$ cat src/verilog/pcg_pkg.sv
// constants and types shared by the laser pwm command generator
package pcg_pkg;

    ////////////////////////////////////////////////////////////////////////////////
    // clock and time units
    localparam int unsigned CLK_HZ        = 125_000_000;
    localparam int unsigned US_PER_S      = 1_000_000;
    localparam int unsigned CYC_PER_US    = CLK_HZ / US_PER_S;

    ////////////////////////////////////////////////////////////////////////////////
    // command waveform times, in their own units
    localparam int unsigned BASE_PERIOD_US    = 200;
    localparam int unsigned MAX_PWM_HZ        = 20_000;
    localparam int unsigned TICKLE_PERIOD_US  = 200;
    localparam int unsigned TICKLE_LEN_US     = 1;
    localparam int unsigned WARMUP_S          = 2;

    ////////////////////////////////////////////////////////////////////////////////
    // derived cycle counts; least times round up
    localparam int unsigned BASE_PERIOD_CYC   = BASE_PERIOD_US * CYC_PER_US;
    localparam int unsigned MIN_PERIOD_CYC    = (CLK_HZ + MAX_PWM_HZ - 1) / MAX_PWM_HZ;
    localparam int unsigned TICKLE_PERIOD_CYC = TICKLE_PERIOD_US * CYC_PER_US;
    localparam int unsigned TICKLE_LEN_CYC    = TICKLE_LEN_US * CYC_PER_US;
    localparam int unsigned WARMUP_CYC        = WARMUP_S * CLK_HZ;

    ////////////////////////////////////////////////////////////////////////////////
    // setting widths and reset values
    localparam int unsigned PERIOD_W          = 32;
    localparam int unsigned DEFAULT_DUTY_CYC  = 0;

    ////////////////////////////////////////////////////////////////////////////////
    // gate input resistor mode
    typedef enum logic {
        PCG_GATE_PULLUP   = 1'b0,
        PCG_GATE_PULLDOWN = 1'b1
    } pcg_gate_mode_t;

    // operating phase of the generator
    typedef enum logic [1:0] {
        PCG_PH_WARMUP  = 2'b00,
        PCG_PH_BLOCKED = 2'b01,
        PCG_PH_PWM     = 2'b10,
        PCG_PH_CW      = 2'b11
    } pcg_phase_t;

endpackage : pcg_pkg

$ cat src/verilog/pcg_cycle_timer.sv
// free-running cycle timer with clear, run enable and one-cycle wrap pulse
`timescale 1ns/100ps
module pcg_cycle_timer #(
    parameter int unsigned LIMIT = 125,
    parameter int unsigned WIDTH = 8
) (
    input  wire logic             i_clk,
    input  wire logic             i_rstn,
    input  wire logic             i_clear,
    input  wire logic             i_run,
    output logic                  o_wrap
);

    logic [WIDTH-1:0] count_reg;
    localparam logic [WIDTH-1:0] LAST = WIDTH'(LIMIT - 1);

    if (LIMIT < 2 || LIMIT > (64'd1 << WIDTH)) begin : g_bad_limit
        $error("pcg_cycle_timer: LIMIT does not fit WIDTH or is below 2");
    end

    assign o_wrap = i_run && !i_clear && (count_reg == LAST);

    always_ff @(posedge i_clk or negedge i_rstn) begin
        if (!i_rstn) begin
            count_reg <= '0;
        end else if (i_clear || o_wrap) begin
            count_reg <= '0;
        end else if (i_run) begin
            count_reg <= count_reg + WIDTH'(1);
        end
    end

endmodule : pcg_cycle_timer

$ cat src/verilog/pcg_laser_pwm_command_gen.sv
// pwm command generator with tickle, gate and continuous-on modes for an rf-excited laser
`timescale 1ns/100ps
module pcg_laser_pwm_command_gen #(
    parameter int unsigned BASE_PERIOD_CYC   = pcg_pkg::BASE_PERIOD_CYC,
    parameter int unsigned MIN_PERIOD_CYC    = pcg_pkg::MIN_PERIOD_CYC,
    parameter int unsigned TICKLE_PERIOD_CYC = pcg_pkg::TICKLE_PERIOD_CYC,
    parameter int unsigned TICKLE_LEN_CYC    = pcg_pkg::TICKLE_LEN_CYC,
    parameter int unsigned WARMUP_CYC        = pcg_pkg::WARMUP_CYC,
    parameter int unsigned PERIOD_W          = pcg_pkg::PERIOD_W
) (
    input  wire logic                i_clk,
    input  wire logic                i_rstn,
    // user settings
    input  wire logic                i_cfg_load,
    input  wire logic [PERIOD_W-1:0] i_period_cycles,
    input  wire logic [PERIOD_W-1:0] i_duty_cycles,
    input  wire logic                i_cw_mode,
    input  wire logic                i_gate_mode_wr,
    input  wire logic                i_gate_mode_pulldown,
    // gate connector
    input  wire logic                i_gate_level,
    input  wire logic                i_gate_driven,
    // laser side
    output logic                     o_beam_command_out_a,
    output logic                     o_beam_command_out_b,
    output logic                     o_laser_enable,
    // status
    output logic                     o_cfg_reject,
    output logic                     o_cfg_pending,
    output logic                     o_warmup_done,
    output logic                     o_gate_open,
    output logic                     o_gate_pulldown,
    output logic                     o_tickle_active,
    output logic [PERIOD_W-1:0]      o_period_cycles,
    output logic [PERIOD_W-1:0]      o_duty_cycles
);

    ////////////////////////////////////////////////////////////////////////////////
    // elaboration checks
    localparam int unsigned WARM_W   = $clog2(WARMUP_CYC + 1);
    localparam int unsigned TPER_W   = $clog2(TICKLE_PERIOD_CYC + 1);
    localparam int unsigned TLEN_W   = $clog2(TICKLE_LEN_CYC + 1);
    localparam logic [PERIOD_W-1:0] BASE_PERIOD = PERIOD_W'(BASE_PERIOD_CYC);
    localparam logic [PERIOD_W-1:0] MIN_PERIOD  = PERIOD_W'(MIN_PERIOD_CYC);
    localparam logic [PERIOD_W-1:0] DEF_DUTY    = PERIOD_W'(pcg_pkg::DEFAULT_DUTY_CYC);

    if (PERIOD_W < 2 || PERIOD_W > 32) begin : g_bad_width
        $error("pcg_laser_pwm_command_gen: PERIOD_W must be 2 to 32");
    end
    if (MIN_PERIOD_CYC < 2 || BASE_PERIOD_CYC < MIN_PERIOD_CYC) begin : g_bad_period
        $error("pcg_laser_pwm_command_gen: base period below the minimum period");
    end
    if (TICKLE_LEN_CYC < 1 || TICKLE_LEN_CYC >= TICKLE_PERIOD_CYC) begin : g_bad_tickle
        $error("pcg_laser_pwm_command_gen: tickle must be shorter than its period");
    end

    ////////////////////////////////////////////////////////////////////////////////
    // declarations
    pcg_pkg::pcg_gate_mode_t gate_mode_reg;
    pcg_pkg::pcg_phase_t     phase;
    logic                    warm_done_reg;
    logic                    warm_wrap;
    logic                    gate_open;
    logic [PERIOD_W-1:0]     period_reg;
    logic [PERIOD_W-1:0]     duty_reg;
    logic [PERIOD_W-1:0]     pend_period_reg;
    logic [PERIOD_W-1:0]     pend_duty_reg;
    logic                    pend_valid_reg;
    logic [PERIOD_W-1:0]     pcnt_reg;
    logic                    pwm_run;
    logic                    boundary;
    logic                    apply;
    logic                    cfg_ok;
    logic                    pwm_on;
    logic                    tickle_reg;
    logic                    tickle_start;
    logic                    tickle_end;
    logic                    cmd_reg;
    logic                    cmd_next;
    logic                    reject_reg;

    ////////////////////////////////////////////////////////////////////////////////
    // laser enable, held active since this system has no enable of its own
    always_ff @(posedge i_clk or negedge i_rstn) begin
        if (!i_rstn) begin
            o_laser_enable <= 1'b1;
        end else begin
            o_laser_enable <= 1'b1;
        end
    end

    ////////////////////////////////////////////////////////////////////////////////
    // gate resistor mode; software moves to pull-down for production use
    always_ff @(posedge i_clk or negedge i_rstn) begin
        if (!i_rstn) begin
            gate_mode_reg <= pcg_pkg::PCG_GATE_PULLUP;
        end else if (i_gate_mode_wr) begin
            gate_mode_reg <= i_gate_mode_pulldown ? pcg_pkg::PCG_GATE_PULLDOWN
                                                  : pcg_pkg::PCG_GATE_PULLUP;
        end
    end

    // an undriven gate reads as the selected resistor would pull it
    always_comb begin
        if (i_gate_driven) begin
            gate_open = i_gate_level;
        end else begin
            gate_open = (gate_mode_reg == pcg_pkg::PCG_GATE_PULLUP);
        end
    end

    ////////////////////////////////////////////////////////////////////////////////
    // start-up: tickles only until the warm-up time has run out
    pcg_cycle_timer #(
        .LIMIT (WARMUP_CYC),
        .WIDTH (WARM_W)
    ) u_warmup (
        .i_clk   (i_clk),
        .i_rstn  (i_rstn),
        .i_clear (1'b0),
        .i_run   (!warm_done_reg),
        .o_wrap  (warm_wrap)
    );

    always_ff @(posedge i_clk or negedge i_rstn) begin
        if (!i_rstn) begin
            warm_done_reg <= 1'b0;
        end else if (warm_wrap) begin
            warm_done_reg <= 1'b1;
        end
    end

    ////////////////////////////////////////////////////////////////////////////////
    // phase selection: after warm-up, gating decides whether pulses are issued and i_cw_mode picks pwm or continuous-on; tickles go on while closed
    always_comb begin
        if (!warm_done_reg) begin
            phase = pcg_pkg::PCG_PH_WARMUP;
        end else if (!gate_open) begin
            phase = pcg_pkg::PCG_PH_BLOCKED;
        end else if (i_cw_mode) begin
            phase = pcg_pkg::PCG_PH_CW;
        end else begin
            phase = pcg_pkg::PCG_PH_PWM;
        end
    end

    ////////////////////////////////////////////////////////////////////////////////
    // setting intake: too short a period is refused, duty is clamped to it
    assign cfg_ok = (i_period_cycles >= MIN_PERIOD);

    always_ff @(posedge i_clk or negedge i_rstn) begin
        if (!i_rstn) begin
            reject_reg <= 1'b0;
        end else begin
            reject_reg <= i_cfg_load && !cfg_ok;
        end
    end

    always_ff @(posedge i_clk or negedge i_rstn) begin
        if (!i_rstn) begin
            pend_period_reg <= BASE_PERIOD;
            pend_duty_reg   <= DEF_DUTY;
        end else if (i_cfg_load && cfg_ok) begin
            pend_period_reg <= i_period_cycles;
            pend_duty_reg   <= (i_duty_cycles > i_period_cycles) ? i_period_cycles
                                                                 : i_duty_cycles;
        end
    end

    // a new load wins over the apply of the one before it
    always_ff @(posedge i_clk or negedge i_rstn) begin
        if (!i_rstn) begin
            pend_valid_reg <= 1'b0;
        end else if (i_cfg_load && cfg_ok) begin
            pend_valid_reg <= 1'b1;
        end else if (apply) begin
            pend_valid_reg <= 1'b0;
        end
    end

    ////////////////////////////////////////////////////////////////////////////////
    // period counter and active settings
    assign pwm_run  = (phase == pcg_pkg::PCG_PH_PWM);
    assign boundary = pwm_run && (pcnt_reg == period_reg - PERIOD_W'(1));
    assign apply    = pend_valid_reg && (!pwm_run || boundary);

    always_ff @(posedge i_clk or negedge i_rstn) begin
        if (!i_rstn) begin
            pcnt_reg <= '0;
        end else if (!pwm_run || boundary) begin
            pcnt_reg <= '0;
        end else begin
            pcnt_reg <= pcnt_reg + PERIOD_W'(1);
        end
    end

    always_ff @(posedge i_clk or negedge i_rstn) begin
        if (!i_rstn) begin
            period_reg <= BASE_PERIOD;
            duty_reg   <= DEF_DUTY;
        end else if (apply) begin
            period_reg <= pend_period_reg;
            duty_reg   <= pend_duty_reg;
        end
    end

    ////////////////////////////////////////////////////////////////////////////////
    // raw pwm level for this cycle
    always_comb begin
        case (phase)
            pcg_pkg::PCG_PH_WARMUP:  pwm_on = 1'b0;
            pcg_pkg::PCG_PH_BLOCKED: pwm_on = 1'b0;
            pcg_pkg::PCG_PH_PWM:     pwm_on = (pcnt_reg < duty_reg);
            pcg_pkg::PCG_PH_CW:      pwm_on = 1'b1;
            default:                 pwm_on = 1'b0;
        endcase
    end

    ////////////////////////////////////////////////////////////////////////////////
    // tickle generation while the command is low; the interval restarts
    // whenever pwm is high, so the first tickle lands one period after the fall
    pcg_cycle_timer #(
        .LIMIT (TICKLE_PERIOD_CYC),
        .WIDTH (TPER_W)
    ) u_tickle_period (
        .i_clk   (i_clk),
        .i_rstn  (i_rstn),
        .i_clear (pwm_on),
        .i_run   (1'b1),
        .o_wrap  (tickle_start)
    );

    pcg_cycle_timer #(
        .LIMIT (TICKLE_LEN_CYC),
        .WIDTH (TLEN_W)
    ) u_tickle_len (
        .i_clk   (i_clk),
        .i_rstn  (i_rstn),
        .i_clear (pwm_on || tickle_start),
        .i_run   (tickle_reg),
        .o_wrap  (tickle_end)
    );

    always_ff @(posedge i_clk or negedge i_rstn) begin
        if (!i_rstn) begin
            tickle_reg <= 1'b0;
        end else if (pwm_on) begin
            tickle_reg <= 1'b0;
        end else if (tickle_start) begin
            tickle_reg <= 1'b1;
        end else if (tickle_end) begin
            tickle_reg <= 1'b0;
        end
    end

    ////////////////////////////////////////////////////////////////////////////////
    // command output: one flop feeds both connectors
    assign cmd_next = pwm_on || tickle_reg;

    always_ff @(posedge i_clk or negedge i_rstn) begin
        if (!i_rstn) begin
            cmd_reg <= 1'b0;
        end else begin
            cmd_reg <= cmd_next;
        end
    end

    assign o_beam_command_out_a = cmd_reg;
    assign o_beam_command_out_b = cmd_reg;

    ////////////////////////////////////////////////////////////////////////////////
    // status
    assign o_cfg_reject    = reject_reg;
    assign o_cfg_pending   = pend_valid_reg;
    assign o_warmup_done   = warm_done_reg;
    assign o_gate_open     = gate_open;
    assign o_gate_pulldown = (gate_mode_reg == pcg_pkg::PCG_GATE_PULLDOWN);
    assign o_tickle_active = tickle_reg;
    assign o_period_cycles = period_reg;
    assign o_duty_cycles   = duty_reg;

endmodule : pcg_laser_pwm_command_gen

$ cat config.mk
export PLATFORM = sky130hd
export DESIGN_NAME = pcg_laser_pwm_command_gen
export DESIGN_NICKNAME = d
export VERILOG_FILES = /design/src/verilog/pcg_pkg.sv /design/src/verilog/pcg_cycle_timer.sv /design/src/verilog/pcg_laser_pwm_command_gen.sv
export SDC_FILE = /design/constraint.sdc
export NUM_CORES = 1
export LEC_CHECK = 0
export BUFFER_PORTS_ARGS = -buffer_cell sky130_fd_sc_hd__clkbuf_2
export CAP_MARGIN = 10
export CORE_UTILIZATION = 30
export DETAILED_ROUTE_END_ITERATION = 8
export PLACE_DENSITY = 0.45
export SLEW_MARGIN = 30
export SYNTH_ARGS = -nofsm -noshare
export SYNTH_HDL_FRONTEND = slang
export SYNTH_SLANG_ARGS = --single-unit
$ cat constraint.sdc
create_clock -name i_clk -period 7.75 [get_ports i_clk]
set_input_delay 1.1625 -clock i_clk [delete_from_list [all_inputs] [get_ports i_clk]]
set_output_delay 1.1625 -clock i_clk [all_outputs]
set_load 0.03 [all_outputs]
== Word-level counts from Yosys, hierarchy flattened ==
Cells that the tools add are included.

* Add/subtract/negate cells: 5
* $mul: 0
* Divide/modulo/power cells: 0
* Order comparisons: 3
* Eq/ne operators: 8
* Shift operators: 0
* Muxes and demuxes: 18
* Bitwise gates (word level): 1
* Reduce and logical (&&, ||, !) cells: 22

{| class="wikitable"
|+ Operators with widths
! kind !! count
|-
| two-way mux 32 bit || 2
|-
| two-way mux 28 bit || 2
|-
| adder 32 x 1 -> 32 bit, second input constant || 1
|-
| equality test 32 bit || 1
|-
| greater-or-equal comparator 32 x 13 -> 1 bit, second input constant || 1
|-
| > comparator 32 bit || 1
|-
| < comparator 32 bit || 1
|-
| subtractor 32 x 1 -> 32 bit, second input constant || 1
|-
| adder 28 x 1 -> 28 bit, second input constant || 1
|-
| equality test 28 bit, second input constant || 1
|-
| adder 15 x 1 -> 15 bit, second input constant || 1
|-
| equality test 15 bit, second input constant || 1
|-
| two-way mux 15 bit || 1
|-
| two-way mux 7 bit || 2
|-
| logical AND 1 bit || 8
|-
| two-way mux 1 bit || 8
|-
| adder 7 x 1 -> 7 bit, second input constant || 1
|-
| equality test 7 bit, second input constant || 1
|-
| zero test 1 bit || 5
|-
| equality test 2 bit, second input constant || 2
|-
| logical OR 1 bit || 4
|-
| two-way mux 2 bit || 2
|-
| nonzero test 2 bit || 2
|-
| case mux 1 bit (3 select lines) || 1
|-
| other kinds (6) || 6
|}

* Flip-flop bits (word level): 216
* Latch bits: 0
* Memory bits (writable): 0
* Memory bits (read-only): 0
* Bits of input ports: 72
* Logic and storage cells: 71
* Memories: 0

== Depth between registers and ports, before layout ==
* Depth in word-level cells: 16
* Mapped depth: 11
* Depth with buffers taken out: 10

== Cells and area by module ==
From an unflattened synthesis, not the netlist that was laid out.

* Cells, all modules: 1,316
* Area total of the unflattened synthesis: 12,981.2 um^2

{| class="wikitable"
|+ Modules (own cells, without submodules)
! module !! times used !! cells an instance !! area each (um^2)
|-
| pcg_laser_pwm_command_gen || 1 || 1,017 || 10,034.6
|-
| pcg_cycle_timer (u_warmup) || 1 || 173 || 1,666.6
|-
| pcg_cycle_timer (u_tickle_period) || 1 || 78 || 800.8
|-
| pcg_cycle_timer (u_tickle_len) || 1 || 48 || 479.2
|}

== Least setup slack after synthesis ==
OpenSTA, ideal clock, no wires.

* Path kind: register -> register
* Start: register period_reg[0], in the netlist o_period_cycles[0]
* End: register duty_reg[27], in the netlist o_duty_cycles[27]
* Arrival: 3.569 ns
* Path slack: 4.056 ns
* Cell stages (with the launch flop): 12
* Buffers on the path: 1
* Period minus slack after synthesis: 3.694 ns
* Cells stage by stage: dfrtp_1 -> inv_1 -> ha_1 -> or4b_1 -> o31ai_1 -> o2111ai_1 -> a2111oi_0 -> nand3_1 -> or4_1 -> o32ai_4 -> buf_6 -> mux2_2

* Word-level cells in the longest chain between the ends: 5

{| class="wikitable"
|+ Ends and longest elaborated chain
! what !! RTL line !! source
|-
| from (decl) || pcg_laser_pwm_command_gen.sv:64 || <nowiki>logic [PERIOD_W-1:0] period_reg;</nowiki>
|-
| from (signal assigned) || pcg_laser_pwm_command_gen.sv:202 || <nowiki>period_reg <= pend_period_reg;</nowiki>
|-
| subtractor 32 x 1 -> 32 bit || pcg_laser_pwm_command_gen.sv:184 || <nowiki>assign boundary = pwm_run && (pcnt_reg == period_reg - PERIOD_W'(1));</nowiki>
|-
| equality test 32 bit || pcg_laser_pwm_command_gen.sv:184 ||
|-
| logical AND 1 bit || pcg_laser_pwm_command_gen.sv:184 ||
|-
| logical OR 1 bit || pcg_laser_pwm_command_gen.sv:185 || <nowiki>assign apply = pend_valid_reg && (!pwm_run || boundary);</nowiki>
|-
| logical AND 1 bit || pcg_laser_pwm_command_gen.sv:185 ||
|-
| to (signal assigned) || pcg_laser_pwm_command_gen.sv:203 || <nowiki>duty_reg <= pend_duty_reg;</nowiki>
|-
| to (decl) || pcg_laser_pwm_command_gen.sv:65 || <nowiki>logic [PERIOD_W-1:0] duty_reg;</nowiki>
|}

No other way between the ends.
A chain may end at the register's enable or synchronous reset.

== Worst setup path in the final report ==
* Start: register period_reg[6], in the netlist o_period_cycles[6]
* End: register duty_reg[0], in the netlist o_duty_cycles[0]

The elaborated chain is that of the path after synthesis.

==> results.md <==
- Final Worst Setup Slack: 3090 ps
- Yosys reg bits: 216
- Crit-path max FO: 64
- Reg area: 5420 um2
- IO Port Bufs: 143
- Hpwl dp: 25.0 mm
- Worst reg2reg startpoint: o_period_cycles[6]
- Final Skew: 8.55 ps
- DRT iter0 DRCs: 517
- Post-synth top flop: dfrtp_1
- Worst-margin pin slew: 882 ps
- Worst hold path type: in2async
- Sw Ratio: 30.6%
- Worst Path Required: 8160 ps
- Clock root cell: clkbuf_16
- Antenna diode count: 0
- Pwr/cell area: 220 nW/um2
- Setup Slack @ Placement: 3040 ps
- Max VDD drop: 0.138 mV
- Commonest non-fill, non-tap cells in the layout: 204 x dfrtp_1, 142 x clkbuf_2, 127 x nor2_1
- Wirelength, routed: 33.8 mm
- CTS tree: built
- Vias: 9336
- Ys async rst share: 100%
- Hold Fails Final Rpt: 0
- Pre-antenna DRT Iters: 5
- Avg WL per Cell: 17.9 um
- Clock transition at path regs: 60 ps
- H-tree Lvls: 1
- Max-Cap Viols: 0
- FP Rows: 73
- R2R setup slack: 3090 ps
- Via density: 4.96
- Clock buffer depth: 3
- Initial antenna violation count: 0
- Critical path class: reg2reg
- Seq/Total Area, Yosys: 44.7%
- Tot Pwr: 3.16 mW
- Commonest non-fill, non-tap cell in the layout: dfrtp_1
- Pin count of the biggest net entering global routing: 104
- Resized cells post-CTS: 0
- Fin. max-slew vios: 0
- P&R area growth vs syn: 18.0%
- Final TNS setup: 0 ps
- Critical path startpoint category: flip-flop
- Fillcell total: 4102
- Comb pwr share: 17.4%
- Worst Reg-to-Reg Cells: 8
- Synthesized area: 12100 um2
- Setup bufs post-CTS: 0
- Crit path capture type: flip-flop
- Die Height: 203 um
- Num CTS Buffers: 26
- Outcome: completed
- GRT Total Usage: 16.5%
- Number of enable flip-flop cells after synthesis: 0
- First-pass GRT wire length: 53.6 mm
- Clock latency on the worst-skew pair: 540 ps
- Syn Area/Cell: 10.1 um2
- GRT Residual Overflow: 0
- Die Footprint: 41300 um2
- TritonCTS Sinks: 216
- End of the worst register-to-register path: o_duty_cycles[0]
- Crit path time final: 4660 ps
- Flop pwr share: 43.2%
- Final Cycle Share: 60.1%
- NetSw: 0.968 mW
- P_leak: 6.50 nW
- Mapped Cells: 1206
- Core region area: 39800 um2
- Starting density of the core: 30.5%
- Ports: 145
- Final setup fails: 0
- Max Clk Rate: 0.215 GHz
- Final Wtd Congestion: 0.853
- Syn Nets: 1347
- Vias in the first global route: 9336
- # hold bufs at CTS: 0
- Nets: 1478
- Internal Power: 2.19 mW
- Area of the multi-input gates: 6240 um2
- DRC viols: 0
- Clock Power Share: 39.3%
- Synth unique cells: 63
- Post-route antenna net violation count: 0
- Die width: 203 um
- YS warnings: 0
- CP arrival: 5070 ps
- Max-slew headroom: 41.2%
- RSZ-0062 raised after global routing: false
- Ratio of cells with drive above 1 in the final layout: 21.5%
-- cell type report --
| class | instances | area share (%) |
|---|---|---|
| clock buffers | 38 | 5.35 |
| clock inverters | 10 | 0.795 |
| inverters | 82 | 2.15 |
| multi-input cells | 859 | 43.5 |
| flip-flops and latches | 216 | 37.8 |
| well taps | 525 | 4.59 |
| repair buffers | 152 | 5.73 |
-- worst max path at each step --
stage                                   from            endpoint  slack (ps)
after floorplan           o_period_cycles[0]   o_duty_cycles[27]        4060
after detailed placement  o_period_cycles[6]  o_period_cycles[4]        3040
after global routing      o_period_cycles[6]    o_duty_cycles[2]        2710
final                     o_period_cycles[6]    o_duty_cycles[0]        3090
after global placement    o_period_cycles[6]  o_period_cycles[6]        3060
after CTS                 o_period_cycles[6]    o_duty_cycles[0]        3020
-- kinds of logic after synthesis --
kind of cell	after synthesis	share of synthesized area [%]
other	1	0.0309
adders and majority gates	69	7.11
xor gates and xnor gates	111	8.01
buffers and inverters	131	4.51
AOI/OAI and AO/OA	174	9.25
and+or+nand+nor	401	16.9
DFF	216	44.7
muxes	103	9.50
-- critical path, cell delays in order, from the launching register on --
cell	delay, ps
dfrtp_1	480
nor4_4	450
nand4_1	560
o41ai_1	770
o311ai_0	310
or4_1	520
o32ai_4	260
buf_4	710
mux2_2	420
-- synth_stat cells, types with 32 or more instances --
cell type | n | share of area, %
nand4_1 | 32 | 1.6
o21ai_0 | 49 | 2.0
clkbuf_1 | 35 | 1.1
xor2_1 | 61 | 4.4
inv_1 | 82 | 2.5
ha_1 | 69 | 7.1
xnor2_1 | 50 | 3.6
mux2_1 | 32 | 3.0
nand3_1 | 67 | 2.8
nor2_1 | 127 | 3.9
dfrtp_1 | 204 | 42
nand2_1 | 50 | 1.5
mux2_2 | 66 | 6.1
a31oi_1 | 38 | 2.0
-- metal layers --
metal	wire, um	track usage (%)	vias up
li1	-	-	4553
met1	16700	23.5	4558
met2	15200	26.2	175
met3	1070	2.00	50
met4	779	4.65	0
met5	0	0	-
-- through the flow --
| step | util, % | instances | area, um2 | hold slack (ps) |
|---|---|---|---|---|
| floorplan | - | 1206 | 12100 | 457 |
| global placement | 33.6 | 1832 | 13400 | 472 |
| detailed placement | 33.7 | 1832 | 13400 | 480 |
| CTS | 35.9 | 1880 | 14300 | 494 |
| global route | 36.0 | 1882 | 14300 | 447 |
| finish | 36.0 | 1882 | 14300 | 453 |
-- power groups by stage --
stage | sequential (mW) | combinational (mW) | clock [mW]
after detailed placement | 1.39 | 0.552 | 0
after global placement | 1.38 | 0.548 | 0
final | 1.37 | 0.550 | 1.24
after global routing | 1.38 | 0.608 | 1.32
after floorplan | 1.43 | 0.271 | 0
after CTS | 1.37 | 0.555 | 1.28
Power figures use the tool's default switching activity.
